$ cat config.mk
export PLATFORM = sky130hd
export DESIGN_NAME = scb_sysctl
export DESIGN_NICKNAME = d
export VERILOG_FILES = /design/src/hw/scb_pkg.sv /design/src/hw/scb_clk_div.sv /design/src/hw/scb_sysctl.sv
export VERILOG_INCLUDE_DIRS = /design/src /design/src/hw
export SDC_FILE = /design/constraint.sdc
export NUM_CORES = 1
export LEC_CHECK = 0
export BUFFER_PORTS_ARGS = -buffer_cell sky130_fd_sc_hd__buf_2
export CORE_MARGIN = 10
export CORE_UTILIZATION = 40
export DETAILED_ROUTE_END_ITERATION = 8
export PLACE_DENSITY = 0.79
export SKIP_CTS_REPAIR_TIMING = 1
export SYNTH_ARGS = -nofsm -noshare
export SYNTH_HDL_FRONTEND = slang
export SYNTH_SLANG_ARGS = --single-unit
$ cat constraint.sdc
create_clock -name I_MCLK -period 4.1 [get_ports I_MCLK]
set_input_delay 0.205 -clock I_MCLK [delete_from_list [all_inputs] [get_ports I_MCLK]]
set_output_delay 0.205 -clock I_MCLK [all_outputs]
set_load 0.02 [all_outputs]
$ cat src/hw/scb_defines.svh
// Purpose: offsets, field positions, reset values and codes of the system control block
// Assumes: 16-bit i/o port data, word port addresses
// Notes:   definitions only
`ifndef SCB_DEFINES_SVH
`define SCB_DEFINES_SVH

// ----------------------------------------------------------------------------
// register map
// ----------------------------------------------------------------------------
`define SCB_SYSCTL_ADDR      16'h07fd
`define SCB_SYSCTL_RST       16'h0200
`define SCB_SYSCTL_WMASK     16'h0397
`define SCB_BIT_PULL_EN      9
`define SCB_BIT_EMEM_HOLD    8
`define SCB_BIT_HOST_HOLD    7
`define SCB_BIT_BOOT3        6
`define SCB_BIT_MBZ          4
`define SCB_DIV_MSB          2

// ----------------------------------------------------------------------------
// boot start addresses (byte addresses)
// ----------------------------------------------------------------------------
`define SCB_RESET_VECTOR     24'hffff00
`define SCB_SINGLE_ACCESS_RAM_START      24'h010000
`define SCB_TABLE_START      24'h000000

`endif

$ cat src/hw/scb_pkg.sv
// Purpose: types of the system control block
// Assumes: nothing
// Notes:   boot sources are one-hot
package scb_pkg;

  // --------------------------------------------------------------------------
  // boot source decode
  // --------------------------------------------------------------------------
  typedef enum logic [6:0] {
    SCB_BOOT_NONE   = 7'h01,
    SCB_BOOT_SPI24  = 7'h02,
    SCB_BOOT_SPI16  = 7'h04,
    SCB_BOOT_PAR    = 7'h08,
    SCB_BOOT_HOST   = 7'h10,
    SCB_BOOT_SER16  = 7'h20,
    SCB_BOOT_SER8   = 7'h40
  } scb_boot_type;

  typedef struct packed {
    logic       pull_en;
    logic       emem_hold;
    logic       host_hold;
    logic       mbz;
    logic [2:0] divide;
  } scb_ctl_type;

  typedef struct packed {
    scb_boot_type boot_src;
    logic [1:0]   par_width;    // 0:8 1:16 2:32 bits
    logic [23:0]  start_addr;
  } scb_boot_info_type;

endpackage : scb_pkg

$ cat src/hw/scb_clk_div.sv
// Purpose: clock output divider
// Assumes: runs on the cpu clock, never touches the pll
// Notes:   code 0 passes the clock through, otherwise divides by 2*code
`timescale 1ns/100ps
`include "scb_defines.svh"

module scb_clk_div (
  // clock and reset
  input  wire logic       i_clk,
  input  wire logic       i_nrst,
  // control
  input  wire logic [2:0] i_div,
  // outputs
  output logic            o_bypass,
  output logic            o_half
);

  logic [2:0] cnt_r;
  logic [2:0] cnt_nxt;
  logic       half_r;
  logic       half_nxt;
  logic       byp_r;
  logic [2:0] half_len;

  // half period in cpu clocks: 1 for code 1, code value otherwise
  assign half_len = (i_div == 3'h1) ? 3'h1 : i_div;

  // counter runs every clock; a new code already sets the end of the half period in progress
  always_comb begin
    cnt_nxt  = cnt_r + 3'h1;
    half_nxt = half_r;
    if (cnt_nxt >= half_len) begin
      cnt_nxt  = 3'h0;
      half_nxt = ~half_r;
    end
  end

  always_ff @(posedge i_clk or negedge i_nrst) begin
    if (!i_nrst) begin
      cnt_r  <= 3'h0;
      half_r <= 1'b0;
      byp_r  <= 1'b1;
    end else begin
      cnt_r  <= cnt_nxt;
      half_r <= half_nxt;
      byp_r  <= (i_div == 3'h0);
    end
  end

  assign o_bypass = byp_r;
  assign o_half   = half_r;

endmodule : scb_clk_div

$ cat src/hw/scb_sysctl.sv
// Purpose: system control register on i/o port space plus boot select capture
// Assumes: one cpu clock, asynchronous active-low hardware reset
// Notes:   clock output in bypass mode is the cpu clock gated by a flop-held select
//
// Functional notes
// - register decoded at one i/o port address
// - bits 15-10, 5, 3 read zero, ignore writes
// - bit 9 resets one, enables host pulls
// - bit 8 enables external memory bus holders
// - bit 7 enables host data bus holders
// - bit 6 reads boot select bit 3 pin
// - divide field: 1, 2, then twice code
// - divider only affects clock output pin
// - low boot pins latched at reset release
// - boot pins become gpio lines after reset
// - codes 0000, 1000 mean no boot
// - 0001/1001 spi eeprom boot, 24/16-bit address
// - 1010-1100 parallel boot, 8/16/32 bits
// - 1101 host port boot, start sram
// - 1110/1111 serial slave boot, 16/8-bit
// - boot bit 3 sampled during boot loader
`timescale 1ns/100ps
`include "scb_defines.svh"

module scb_sysctl (
  // clock and reset
  input  wire logic                      I_MCLK,
  input  wire logic                      I_NRST,
  // i/o port access
  input  wire logic [15:0]               I_PORT_ADDR,
  input  wire logic                      I_PORT_WR,
  input  wire logic                      I_PORT_RD,
  input  wire logic [15:0]               I_PORT_WDATA,
  output logic      [15:0]               O_PORT_RDATA,
  output logic                           O_PORT_RVALID,
  // pins
  input  wire logic [2:0]                I_BOOT_SELECT_LOW_BITS,
  input  wire logic                      I_BOOT_SELECT_BIT3,
  // boot loader handshake
  input  wire logic                      I_BOOT_LOADER_ACTIVE,
  // pad controls
  output logic                           O_HOST_PIN_PULL_ENABLE,
  output logic                           O_EXT_MEM_BUS_HOLDER_ENABLE,
  output logic                           O_HOST_DATA_BUS_HOLDER_ENABLE,
  output logic                           O_GPIO_STRAP_RELEASE,
  // boot selection
  output scb_pkg::scb_boot_info_type     O_BOOT_INFO,
  output logic      [3:0]                O_BOOT_CODE,
  // clock output
  output logic                           O_CLOCK_OUTPUT_PIN
);

  // --------------------------------------------------------------------------
  // pin synchronisers
  // --------------------------------------------------------------------------
  logic [3:0] pin_s1_r;
  logic [3:0] pin_s2_r;

  // only the second stage is read downstream
  // no reset on these two stages on purpose: the straps must already stand
  // in the second stage at the first edge after release, or the capture
  // would take the reset zeros instead of the board levels
  // limitation: straps must be steady for two clocks before release, and
  // the stages show unknowns until the pins have been sampled twice
  always_ff @(posedge I_MCLK) begin
    pin_s1_r <= {I_BOOT_SELECT_BIT3, I_BOOT_SELECT_LOW_BITS};
    pin_s2_r <= pin_s1_r;
  end

  // --------------------------------------------------------------------------
  // register bank
  // --------------------------------------------------------------------------
  scb_pkg::scb_ctl_type ctl_r;
  scb_pkg::scb_ctl_type ctl_nxt;
  logic [15:0]          rdata_r;
  logic [15:0]          rdata_nxt;
  logic                 rvalid_r;
  logic                 hit;

  function automatic logic port_hit(input logic [15:0] addr);
    port_hit = (addr == `SCB_SYSCTL_ADDR);
  endfunction : port_hit

  assign hit = port_hit(I_PORT_ADDR);

  // writes touch only the writable bits; reserved bits have no storage
  always_comb begin
    ctl_nxt   = ctl_r;
    rdata_nxt = rdata_r;
    if (I_PORT_WR && hit) begin
      ctl_nxt.pull_en   = I_PORT_WDATA[`SCB_BIT_PULL_EN];
      ctl_nxt.emem_hold = I_PORT_WDATA[`SCB_BIT_EMEM_HOLD];
      ctl_nxt.host_hold = I_PORT_WDATA[`SCB_BIT_HOST_HOLD];
      ctl_nxt.mbz       = I_PORT_WDATA[`SCB_BIT_MBZ];
      ctl_nxt.divide    = I_PORT_WDATA[`SCB_DIV_MSB:0];
    end
    if (I_PORT_RD) begin
      rdata_nxt = 16'h0000;
      if (hit) begin
        rdata_nxt[`SCB_BIT_PULL_EN]   = ctl_r.pull_en;
        rdata_nxt[`SCB_BIT_EMEM_HOLD] = ctl_r.emem_hold;
        rdata_nxt[`SCB_BIT_HOST_HOLD] = ctl_r.host_hold;
        rdata_nxt[`SCB_BIT_BOOT3]     = pin_s2_r[3];
        rdata_nxt[`SCB_BIT_MBZ]       = ctl_r.mbz;
        rdata_nxt[`SCB_DIV_MSB:0]     = ctl_r.divide;
      end
    end
  end

  always_ff @(posedge I_MCLK or negedge I_NRST) begin
    if (!I_NRST) begin
      ctl_r    <= scb_pkg::scb_ctl_type'(7'h40);
      rdata_r  <= 16'h0000;
      rvalid_r <= 1'b0;
    end else begin
      ctl_r    <= ctl_nxt;
      rdata_r  <= rdata_nxt;
      rvalid_r <= I_PORT_RD;
    end
  end

  // --------------------------------------------------------------------------
  // boot capture and decode
  // --------------------------------------------------------------------------
  logic [2:0]                low_r;
  logic [2:0]                low_nxt;
  logic                      cap_done_r;
  logic                      b3_r;
  logic                      b3_nxt;
  logic                      rel_r;
  scb_pkg::scb_boot_info_type info_r;
  scb_pkg::scb_boot_info_type info_nxt;

  // first clock after reset release takes the synchronised low straps once,
  // then the pins are handed back to gpio use
  always_comb begin
    low_nxt = low_r;
    b3_nxt  = b3_r;
    if (!cap_done_r) begin
      low_nxt = pin_s2_r[2:0];
    end
    if (I_BOOT_LOADER_ACTIVE) begin
      b3_nxt = pin_s2_r[3];
    end
  end

  // reserved codes fall back to no boot
  always_comb begin
    info_nxt.par_width  = 2'h0;
    info_nxt.start_addr = `SCB_TABLE_START;
    unique case ({b3_r, low_r})
      4'h1: info_nxt.boot_src = scb_pkg::SCB_BOOT_SPI24;
      4'h9: info_nxt.boot_src = scb_pkg::SCB_BOOT_SPI16;
      4'ha, 4'hb, 4'hc: begin
        info_nxt.boot_src  = scb_pkg::SCB_BOOT_PAR;
        info_nxt.par_width = 2'(low_r - 3'h2);
      end
      4'hd: begin
        info_nxt.boot_src   = scb_pkg::SCB_BOOT_HOST;
        info_nxt.start_addr = `SCB_SINGLE_ACCESS_RAM_START;
      end
      4'he: info_nxt.boot_src = scb_pkg::SCB_BOOT_SER16;
      4'hf: info_nxt.boot_src = scb_pkg::SCB_BOOT_SER8;
      default: begin
        info_nxt.boot_src   = scb_pkg::SCB_BOOT_NONE;
        info_nxt.start_addr = `SCB_RESET_VECTOR;
      end
    endcase
  end

  always_ff @(posedge I_MCLK or negedge I_NRST) begin
    if (!I_NRST) begin
      low_r      <= 3'h0;
      cap_done_r <= 1'b0;
      b3_r       <= 1'b0;
      rel_r      <= 1'b0;
      info_r     <= '{scb_pkg::SCB_BOOT_NONE, 2'h0, `SCB_RESET_VECTOR};
    end else begin
      low_r      <= low_nxt;
      cap_done_r <= 1'b1;
      b3_r       <= b3_nxt;
      rel_r      <= cap_done_r;
      info_r     <= info_nxt;
    end
  end

  // --------------------------------------------------------------------------
  // clock output
  // --------------------------------------------------------------------------
  logic div_bypass;
  logic div_half;

  // divider is fed only from the register field; pll and cpu clock untouched
  scb_clk_div u_div (
    .i_clk    (I_MCLK),
    .i_nrst   (I_NRST),
    .i_div    (ctl_r.divide),
    .o_bypass (div_bypass),
    .o_half   (div_half)
  );

  // divide by one must show the clock itself; the select is a flop so no glitch logic
  assign O_CLOCK_OUTPUT_PIN = div_bypass ? I_MCLK : div_half;

  // --------------------------------------------------------------------------
  // outputs
  // --------------------------------------------------------------------------
  assign O_PORT_RDATA                  = rdata_r;
  assign O_PORT_RVALID                 = rvalid_r;
  assign O_HOST_PIN_PULL_ENABLE        = ctl_r.pull_en;
  assign O_EXT_MEM_BUS_HOLDER_ENABLE   = ctl_r.emem_hold;
  assign O_HOST_DATA_BUS_HOLDER_ENABLE = ctl_r.host_hold;
  assign O_GPIO_STRAP_RELEASE          = rel_r;
  assign O_BOOT_INFO                   = info_r;
  assign O_BOOT_CODE                   = {b3_r, low_r};

endmodule : scb_sysctl

==> results of run 1 <==
final cells by class:
class	instances	area share, %
Sequential cell	46	47.53
Multi-Input combinational cell	76	25.07
Timing Repair Buffer	79	18.09
Clock buffer	9	4.896
Tap cell	54	2.874
Clock inverter	3	0.9047
Inverter	4	0.6386
power by group through the flow:
stage / registers [mW] / logic, mW / clock network, mW
after floorplan: 0.519 / 0.114 / 0.0237
after global placement: 0.506 / 0.146 / 0.0312
after CTS: 0.498 / 0.147 / 0.393
after detailed placement: 0.507 / 0.147 / 0.0312
after global routing: 0.503 / 0.160 / 0.418
final: 0.497 / 0.150 / 0.383
flip-flops by register name, summed over array words and instances, names as in the netlist:
name / cells
O_BOOT_INFO: 11
O_GPIO_STRAP_RELEASE: 1
pin_s2_r: 4
u_div.o_bypass: 1
O_HOST_DATA_BUS_HOLDER_ENABLE: 1
O_EXT_MEM_BUS_HOLDER_ENABLE: 1
cap_done_r: 1
u_div.o_half: 1
O_PORT_RDATA: 8
low_r: 3
b3_r: 1
u_div.cnt_r: 3
O_HOST_PIN_PULL_ENABLE: 1
ctl_r: 4
O_PORT_RVALID: 1
pin_s1_r: 4
worst paths after layout:
path	endpoint	depth (start not counted)
setup / recovery	O_CLOCK_OUTPUT_PIN	4
hold reg to reg	pin_s2_r[3]$_DFF_P_	0
max in group asynchronous	O_PORT_RVALID$_DFF_PN0_	2
setup reg to reg	u_div.cnt_r[1]$_DFF_PN0_	5
hold / removal	O_HOST_DATA_BUS_HOLDER_ENABLE$_DFFE_PN0P_	2
min in group asynchronous	O_BOOT_INFO[25]$_DFF_PN0_	2
stage by stage:
stage	utilization [%]	hold WS [ns]	cells	area (um2)
3_3_place_gp	46.03	0.3072	254	2160
6_report	50.11	0.03550	271	2351
5_1_grt	50.11	0.01950	271	2351
4_1_cts	48.83	-0.1082	265	2291
3_5_place_dp	46.03	0.3088	254	2160
2_1_floorplan	-	-0.09059	160	1969
cell usage in the layout, fill, tap and decap left out, types with 2 or more instances in the layout:
| cell type | count |
|---|---|
| dfstp_2 | 5 |
| and2_1 | 4 |
| a22o_1 | 8 |
| a21oi_1 | 2 |
| nor3b_1 | 3 |
| a21o_1 | 2 |
| dlygate4sd3_1 | 6 |
| dfrtp_1 | 33 |
| nor3_1 | 3 |
| mux2_4 | 7 |
| nand2_1 | 2 |
| dfxtp_1 | 8 |
| buf_2 | 74 |
| nor2b_1 | 2 |
| nor2_1 | 5 |
| o21a_1 | 2 |
| ha_1 | 4 |
| inv_1 | 4 |
| conb_1 | 17 |
| nand2b_1 | 2 |
| clkbuf_8 | 8 |
| mux2_2 | 5 |
| nand4b_1 | 3 |
per-layer routing:
layer	part of all wire, %	up-vias	global-route usage, %	routed length, um
met1	37	560	10.02	1503
met5	0	-	0	0
met2	48	59	15.78	1949
met4	1.1	0	4.913	44
met3	13	6	5.925	542
li1	-	580	-	-
logic make-up (layout without fill, tap and decap cells):
family                   after synthesis  after routing  share of synthesized area, %
adder cells (fa/ha/maj)                4              4                         2.616
AND/OR/NAND/NOR                       27             27                         9.744
multiplexers                          12             12                         8.437
AO/OA/AOI/OAI                         14             14                         5.755
buffers and inverters                 38             95                         13.73
flip-flops                            46             46                         58.40
other                                  2             17                        0.3926
XOR/XNOR                               2              2                        0.9158
critical path, delay by kind of cell:
kind     cells  cell delay [ns]
buf+inv      3             0.39
mux          1             0.25
==> reports/summary.txt, run 1 <==
OUTCOME
-------------------------------------------------------------------------------------------------
Outcome                                                                              finished, final reports clean

FINAL LAYOUT
-------------------------------------------------------------------------------------------------
Multi-input combinational cell area                                                     589.3 um2
Number of nets in the final layout                                                            261
Diodes inserted                                                                                 0
Flip-flop and latch area                                                             0.001117 mm2
Count of filler cells inserted in the layout                                                  421
Layout-stage area growth over the synthesis result                                         22.89%
Fraction of layout instances using a drive strength above 1                                48.39%

WORST SETUP PATH
-------------------------------------------------------------------------------------------------
Critical Path Source Type                                                              clock port
Data required time at the worst endpoint                                                  3.89 ns
Register-to-register setup slack                                                          2.40 ns
Critical Path Slowest Stage Cell                                                           mux2_2
Classification of the worst setup path                                               clock port to primary output
Delay of the slowest critical-path stage                                                  0.25 ns
Critical Path, Cell by Cell                                                          clkbuf_8 > clkbuf_8 > mux2_2 > buf_2
Beginning of the critical path                                                             I_MCLK
Reg-to-Reg Start                                                                     u_div.cnt_r[0]$_DFF_PN0_
Kind of end point of the critical path                                               primary output
Most common cell on crit path                                                            clkbuf_8
Critical path fanouts, max                                                                      2
Arrival time of the worst setup path                                                      2.69 ns

DETAILED ROUTING
-------------------------------------------------------------------------------------------------
Initial drt markers                                                                            66
Post-Route WL                                                                             4040 um
Remaining routing DRC violations                                                                0
Avg Vias per Cell                                                                           4.446
Via count                                                                                   1,205
Count of nets left with antenna violations after detail routing                                 0
Detailed-routing iteration count for the pre-antenna-repair pass                                4
Wire per inst                                                                            14.91 um

TIMING
-------------------------------------------------------------------------------------------------
Worst setup margin                                                                       1.204 ns
Worst-Margin Slew                                                                       0.8098 ns
Accumulated negative setup slack                                                             0 ns
Fin Clk Skew                                                                          0.005099 ns
Headroom to the max-slew limit                                                             46.02%
Number of max-slew violations in the final report                                               0
Endpoints failing setup                                                                         0
Hold Fails Final Rpt                                                                            0
Setup repair after global routing missed its margin                                         false

LOGIC SYNTHESIS
-------------------------------------------------------------------------------------------------
Share of Yosys cell area claimed by the top area cell type                                 43.17%
Number of distinct library cell variants in the gate-level netlist after synthesis             27
Post-Synthesis Cells                                                                          145
Synth area leader                                                                         dfrtp_1
Top cells by count, synth                                                            33 x dfrtp_1, 32 x buf_4, 8 x a22o_1, 8 x dfxtp_1, 7 x mux2_4
Main flop type after synthesis                                                            dfrtp_1
Seq/Total Area, Yosys                                                                      58.40%
Post-synthesis sequential element count                                                        46
Count of flip-flops with a built-in enable after synthesis                                      0
Async S/R FF share, synth                                                                  82.61%
Average instance area after synthesis                                                   13.19 um2
Most frequent cell after synthesis                                                        dfrtp_1
Yosys warning count                                                                             0
Cell area after technology mapping                                                   0.001913 mm2
Cells taking the most area after synthesis                                           dfrtp_1 43%, buf_4 13%, dfxtp_1 8.4%

PWR
-------------------------------------------------------------------------------------------------
Power per Cell Area                                                                  438.0 mW/mm2
Total Power Consumption                                                                  1.030 mW
Max IR drop VDD                                                                         0.2952 mV
Share of power burned in registers                                                          48.3%
Internal Power                                                                          0.7257 mW
Switching power as a share of total power                                                  29.52%
Net switching power                                                                     0.3039 mW
Leak Pwr                                                                                 1.280 nW
Share of power burned in combinational logic                                                14.5%
Relative contribution of the clock network to total power                                   37.2%

PLACEMENT
-------------------------------------------------------------------------------------------------
Post-Place Setup Slack                                                                   1.456 ns
IO Port Bufs                                                                                   74
Routability congestion estimate from global placement                                      0.7497
HPWL reported at the end of detailed placement                                            3065 um

GRT
-------------------------------------------------------------------------------------------------
Overflow after GRT                                                                              0
Number of antenna violations at the first check in global routing                               0
Vias in the first global route                                                              1,252
Tot GR Track Use                                                                           9.879%
Pin count of the biggest net entering global routing                                           39
First-pass GRT wire length                                                                5789 um

CLOCKING
-------------------------------------------------------------------------------------------------
Clock insertion delay at the later pin of the skew report                                 0.40 ns
Clock tree from TritonCTS                                                                     yes
Worst-path clk slew                                                                       0.08 ns

WORST HOLD PATH
-------------------------------------------------------------------------------------------------
Hold Crit Start                                                                      I_PORT_WDATA[7]
Type of the worst min-delay path                                                     input port to flip-flop

DIE
-------------------------------------------------------------------------------------------------
Number of cell rows                                                                            25
Effective utilization at floorplan                                                         40.77%
Die outline width                                                                        89.16 um
Y dimension of the die                                                                   89.16 um
Core Area                                                                            0.004692 mm2
Die Outline Area                                                                     0.007949 mm2
Number of I/O pins                                                                            100

FLOW RUN
-------------------------------------------------------------------------------------------------
Max-cap violations                                                                              0

(Power assumes the default switching activity.)
==> inputs of run 2 (changes only) <==
==> constraint.sdc (replaced) <==
create_clock -name I_MCLK -period 2.7 [get_ports I_MCLK]
set_input_delay 0.135 -clock I_MCLK [delete_from_list [all_inputs] [get_ports I_MCLK]]
set_output_delay 0.135 -clock I_MCLK [all_outputs]
set_load 0.02 [all_outputs]
==> reports/summary.txt, run 2 (synthesis gave the netlist of run 1 again) <==
OUTCOME
--------------------------------------------------------------------------------
Outcome                                                             finished, final reports clean

DIE
--------------------------------------------------------------------------------
Number of cell rows                                                           25
Number of I/O pins                                                           100
Die Outline Area                                                    0.007949 mm2
Core Area                                                           0.004692 mm2
Die outline width                                                       89.16 um
Effective utilization at floorplan                                        40.77%
Y dimension of the die                                                  89.16 um

TIMING
--------------------------------------------------------------------------------
Endpoints failing setup                                                        0
Setup repair after global routing missed its margin                        false
Worst-Margin Slew                                                      0.8160 ns
Hold Fails Final Rpt                                                           0
Headroom to the max-slew limit                                            45.60%
Accumulated negative setup slack                                            0 ns
Number of max-slew violations in the final report                              0
Fin Clk Skew                                                         0.004812 ns

CLOCKING
--------------------------------------------------------------------------------
Worst-path clk slew                                                      0.09 ns
Clock insertion delay at the later pin of the skew report                0.40 ns
Clock tree from TritonCTS                                                    yes

WORST SETUP PATH
--------------------------------------------------------------------------------
Worst R2R End                                                       u_div.cnt_r[1]$_DFF_PN0_
Reg-to-Reg Start                                                    u_div.cnt_r[0]$_DFF_PN0_
Register-to-register setup slack                                         1.00 ns
Critical path fanouts, max                                                     2
Critical Path Source Type                                             clock port
Arrival time of the worst setup path                                     1.98 ns
Classification of the worst setup path                              clock port to primary output
Length in cells of the worst reg-to-reg path                                   5
End point of the critical path                                      O_CLOCK_OUTPUT_PIN
Data required time at the worst endpoint                                 2.57 ns
Beginning of the critical path                                            I_MCLK
Kind of end point of the critical path                              primary output

FINAL LAYOUT
--------------------------------------------------------------------------------
Layout-stage area growth over the synthesis result                        27.08%
Fraction of layout instances using a drive strength above 1               46.67%
Commonest non-fill, non-tap cell in the layout                             buf_2
Count of filler cells inserted in the layout                                 416
Final cell count without fillers                                             279
Most frequent cells in the layout                                   74 x buf_2, 33 x dfrtp_1, 17 x conb_1
Diodes inserted                                                                0
Max FFs per register                                                          11
Number of nets in the final layout                                           269

GRT
--------------------------------------------------------------------------------
Number of antenna violations at the first check in global routing              0
Pin count of the biggest net entering global routing                          39
Vias in the first global route                                             1,275
Overflow after GRT                                                             0
Tot GR Track Use                                                          10.01%
First-pass GRT wire length                                               5865 um

WORST HOLD PATH
--------------------------------------------------------------------------------
Type of the worst min-delay path                                    input port to flip-flop
Number of cells on the worst hold path                                         3

PLACEMENT
--------------------------------------------------------------------------------
IO Port Bufs                                                                  74
HPWL reported at the end of detailed placement                           3114 um
Routability congestion estimate from global placement                     0.7546
Placed insts                                                                 254

PWR
--------------------------------------------------------------------------------
Net switching power                                                    0.4665 mW
Internal Power                                                          1.110 mW
Relative contribution of the clock network to total power                  37.1%
Share of power burned in registers                                         47.9%
Switching power as a share of total power                                 29.60%
Share of power burned in combinational logic                               15.0%
Leak Pwr                                                                1.313 nW
Power per Cell Area                                                 648.3 mW/mm2
Max IR drop VDD                                                        0.2980 mV

DETAILED ROUTING
--------------------------------------------------------------------------------
Post-Route WL                                                            4250 um
Count of nets left with antenna violations after detail routing                0
Remaining routing DRC violations                                               0
Avg Vias per Cell                                                          4.498
Detailed-routing iteration count for the pre-antenna-repair pass               4
Initial drt markers                                                           37
Wire per inst                                                           15.23 um
Via count                                                                  1,255

FLOW RUN
--------------------------------------------------------------------------------
Max-cap violations                                                             0

[run 2: routing by layer]
layer | up-vias | GRT usage (%) | wire [um]
li1 | 595 | - | -
met1 | 600 | 9.360 | 1485
met2 | 56 | 16.63 | 2188
met3 | 4 | 6.472 | 537
met4 | 0 | 4.913 | 38
met5 | - | 0 | 0
[run 2: final cells by class]
type                            instances  area [um2]  area share, %
Timing Repair Buffer                   87       505.5          20.79
Tap cell                               54       67.56          2.779
Sequential cell                        46        1117          45.96
Clock buffer                            9       115.1          4.735
Multi-Input combinational cell         76       589.3          24.24
Inverter                                4       15.01         0.6176
Clock inverter                          3       21.27         0.8749
[run 2: how the worst min path moves through the flow]
stage	start	to	slack (ns)
after floorplan	I_NRST	O_BOOT_INFO[24]$_DFF_PN0_	-0.16
after global placement	I_BOOT_SELECT_BIT3	pin_s1_r[3]$_DFF_P_	0.24
after detailed placement	I_BOOT_SELECT_LOW_BITS[0]	pin_s1_r[0]$_DFF_P_	0.24
after CTS	I_BOOT_SELECT_LOW_BITS[0]	pin_s1_r[0]$_DFF_P_	-0.17
after global routing	I_PORT_WR	ctl_r[0]$_DFFE_PN0P_	0.18
final	I_PORT_WR	ctl_r[1]$_DFFE_PN0P_	0.19
[run 2: power groups by stage]
| stage | Combinational, mW | Sequential [mW] | Clock (mW) |
|---|---|---|---|
| after detailed placement | 0.224 | 0.770 | 0.0475 |
| after global placement | 0.221 | 0.768 | 0.0475 |
| after CTS | 0.224 | 0.756 | 0.601 |
| final | 0.237 | 0.755 | 0.584 |
| after floorplan | 0.173 | 0.788 | 0.0360 |
| after global routing | 0.253 | 0.764 | 0.642 |
[run 2: metrics by stage]
stage	hold WS [ns]	total power, mW	area, um2	worst slack [ns]	utilization (%)
after floorplan	-0.1606	0.9968	1969	0.9096	-
after global placement	0.2372	1.036	2160	0.8262	46.03
after detailed placement	0.2388	1.042	2160	0.8262	46.03
after CTS	-0.1743	1.582	2291	0.5696	48.83
after global routing	0.1817	1.659	2431	0.5517	51.81
final	0.1866	1.576	2431	0.5814	51.81
[run 2: critical path: stages]
cell and delay [ns]:
clkbuf_8 0.11, clkbuf_8 0.12, mux2_2 0.25, buf_2 0.16
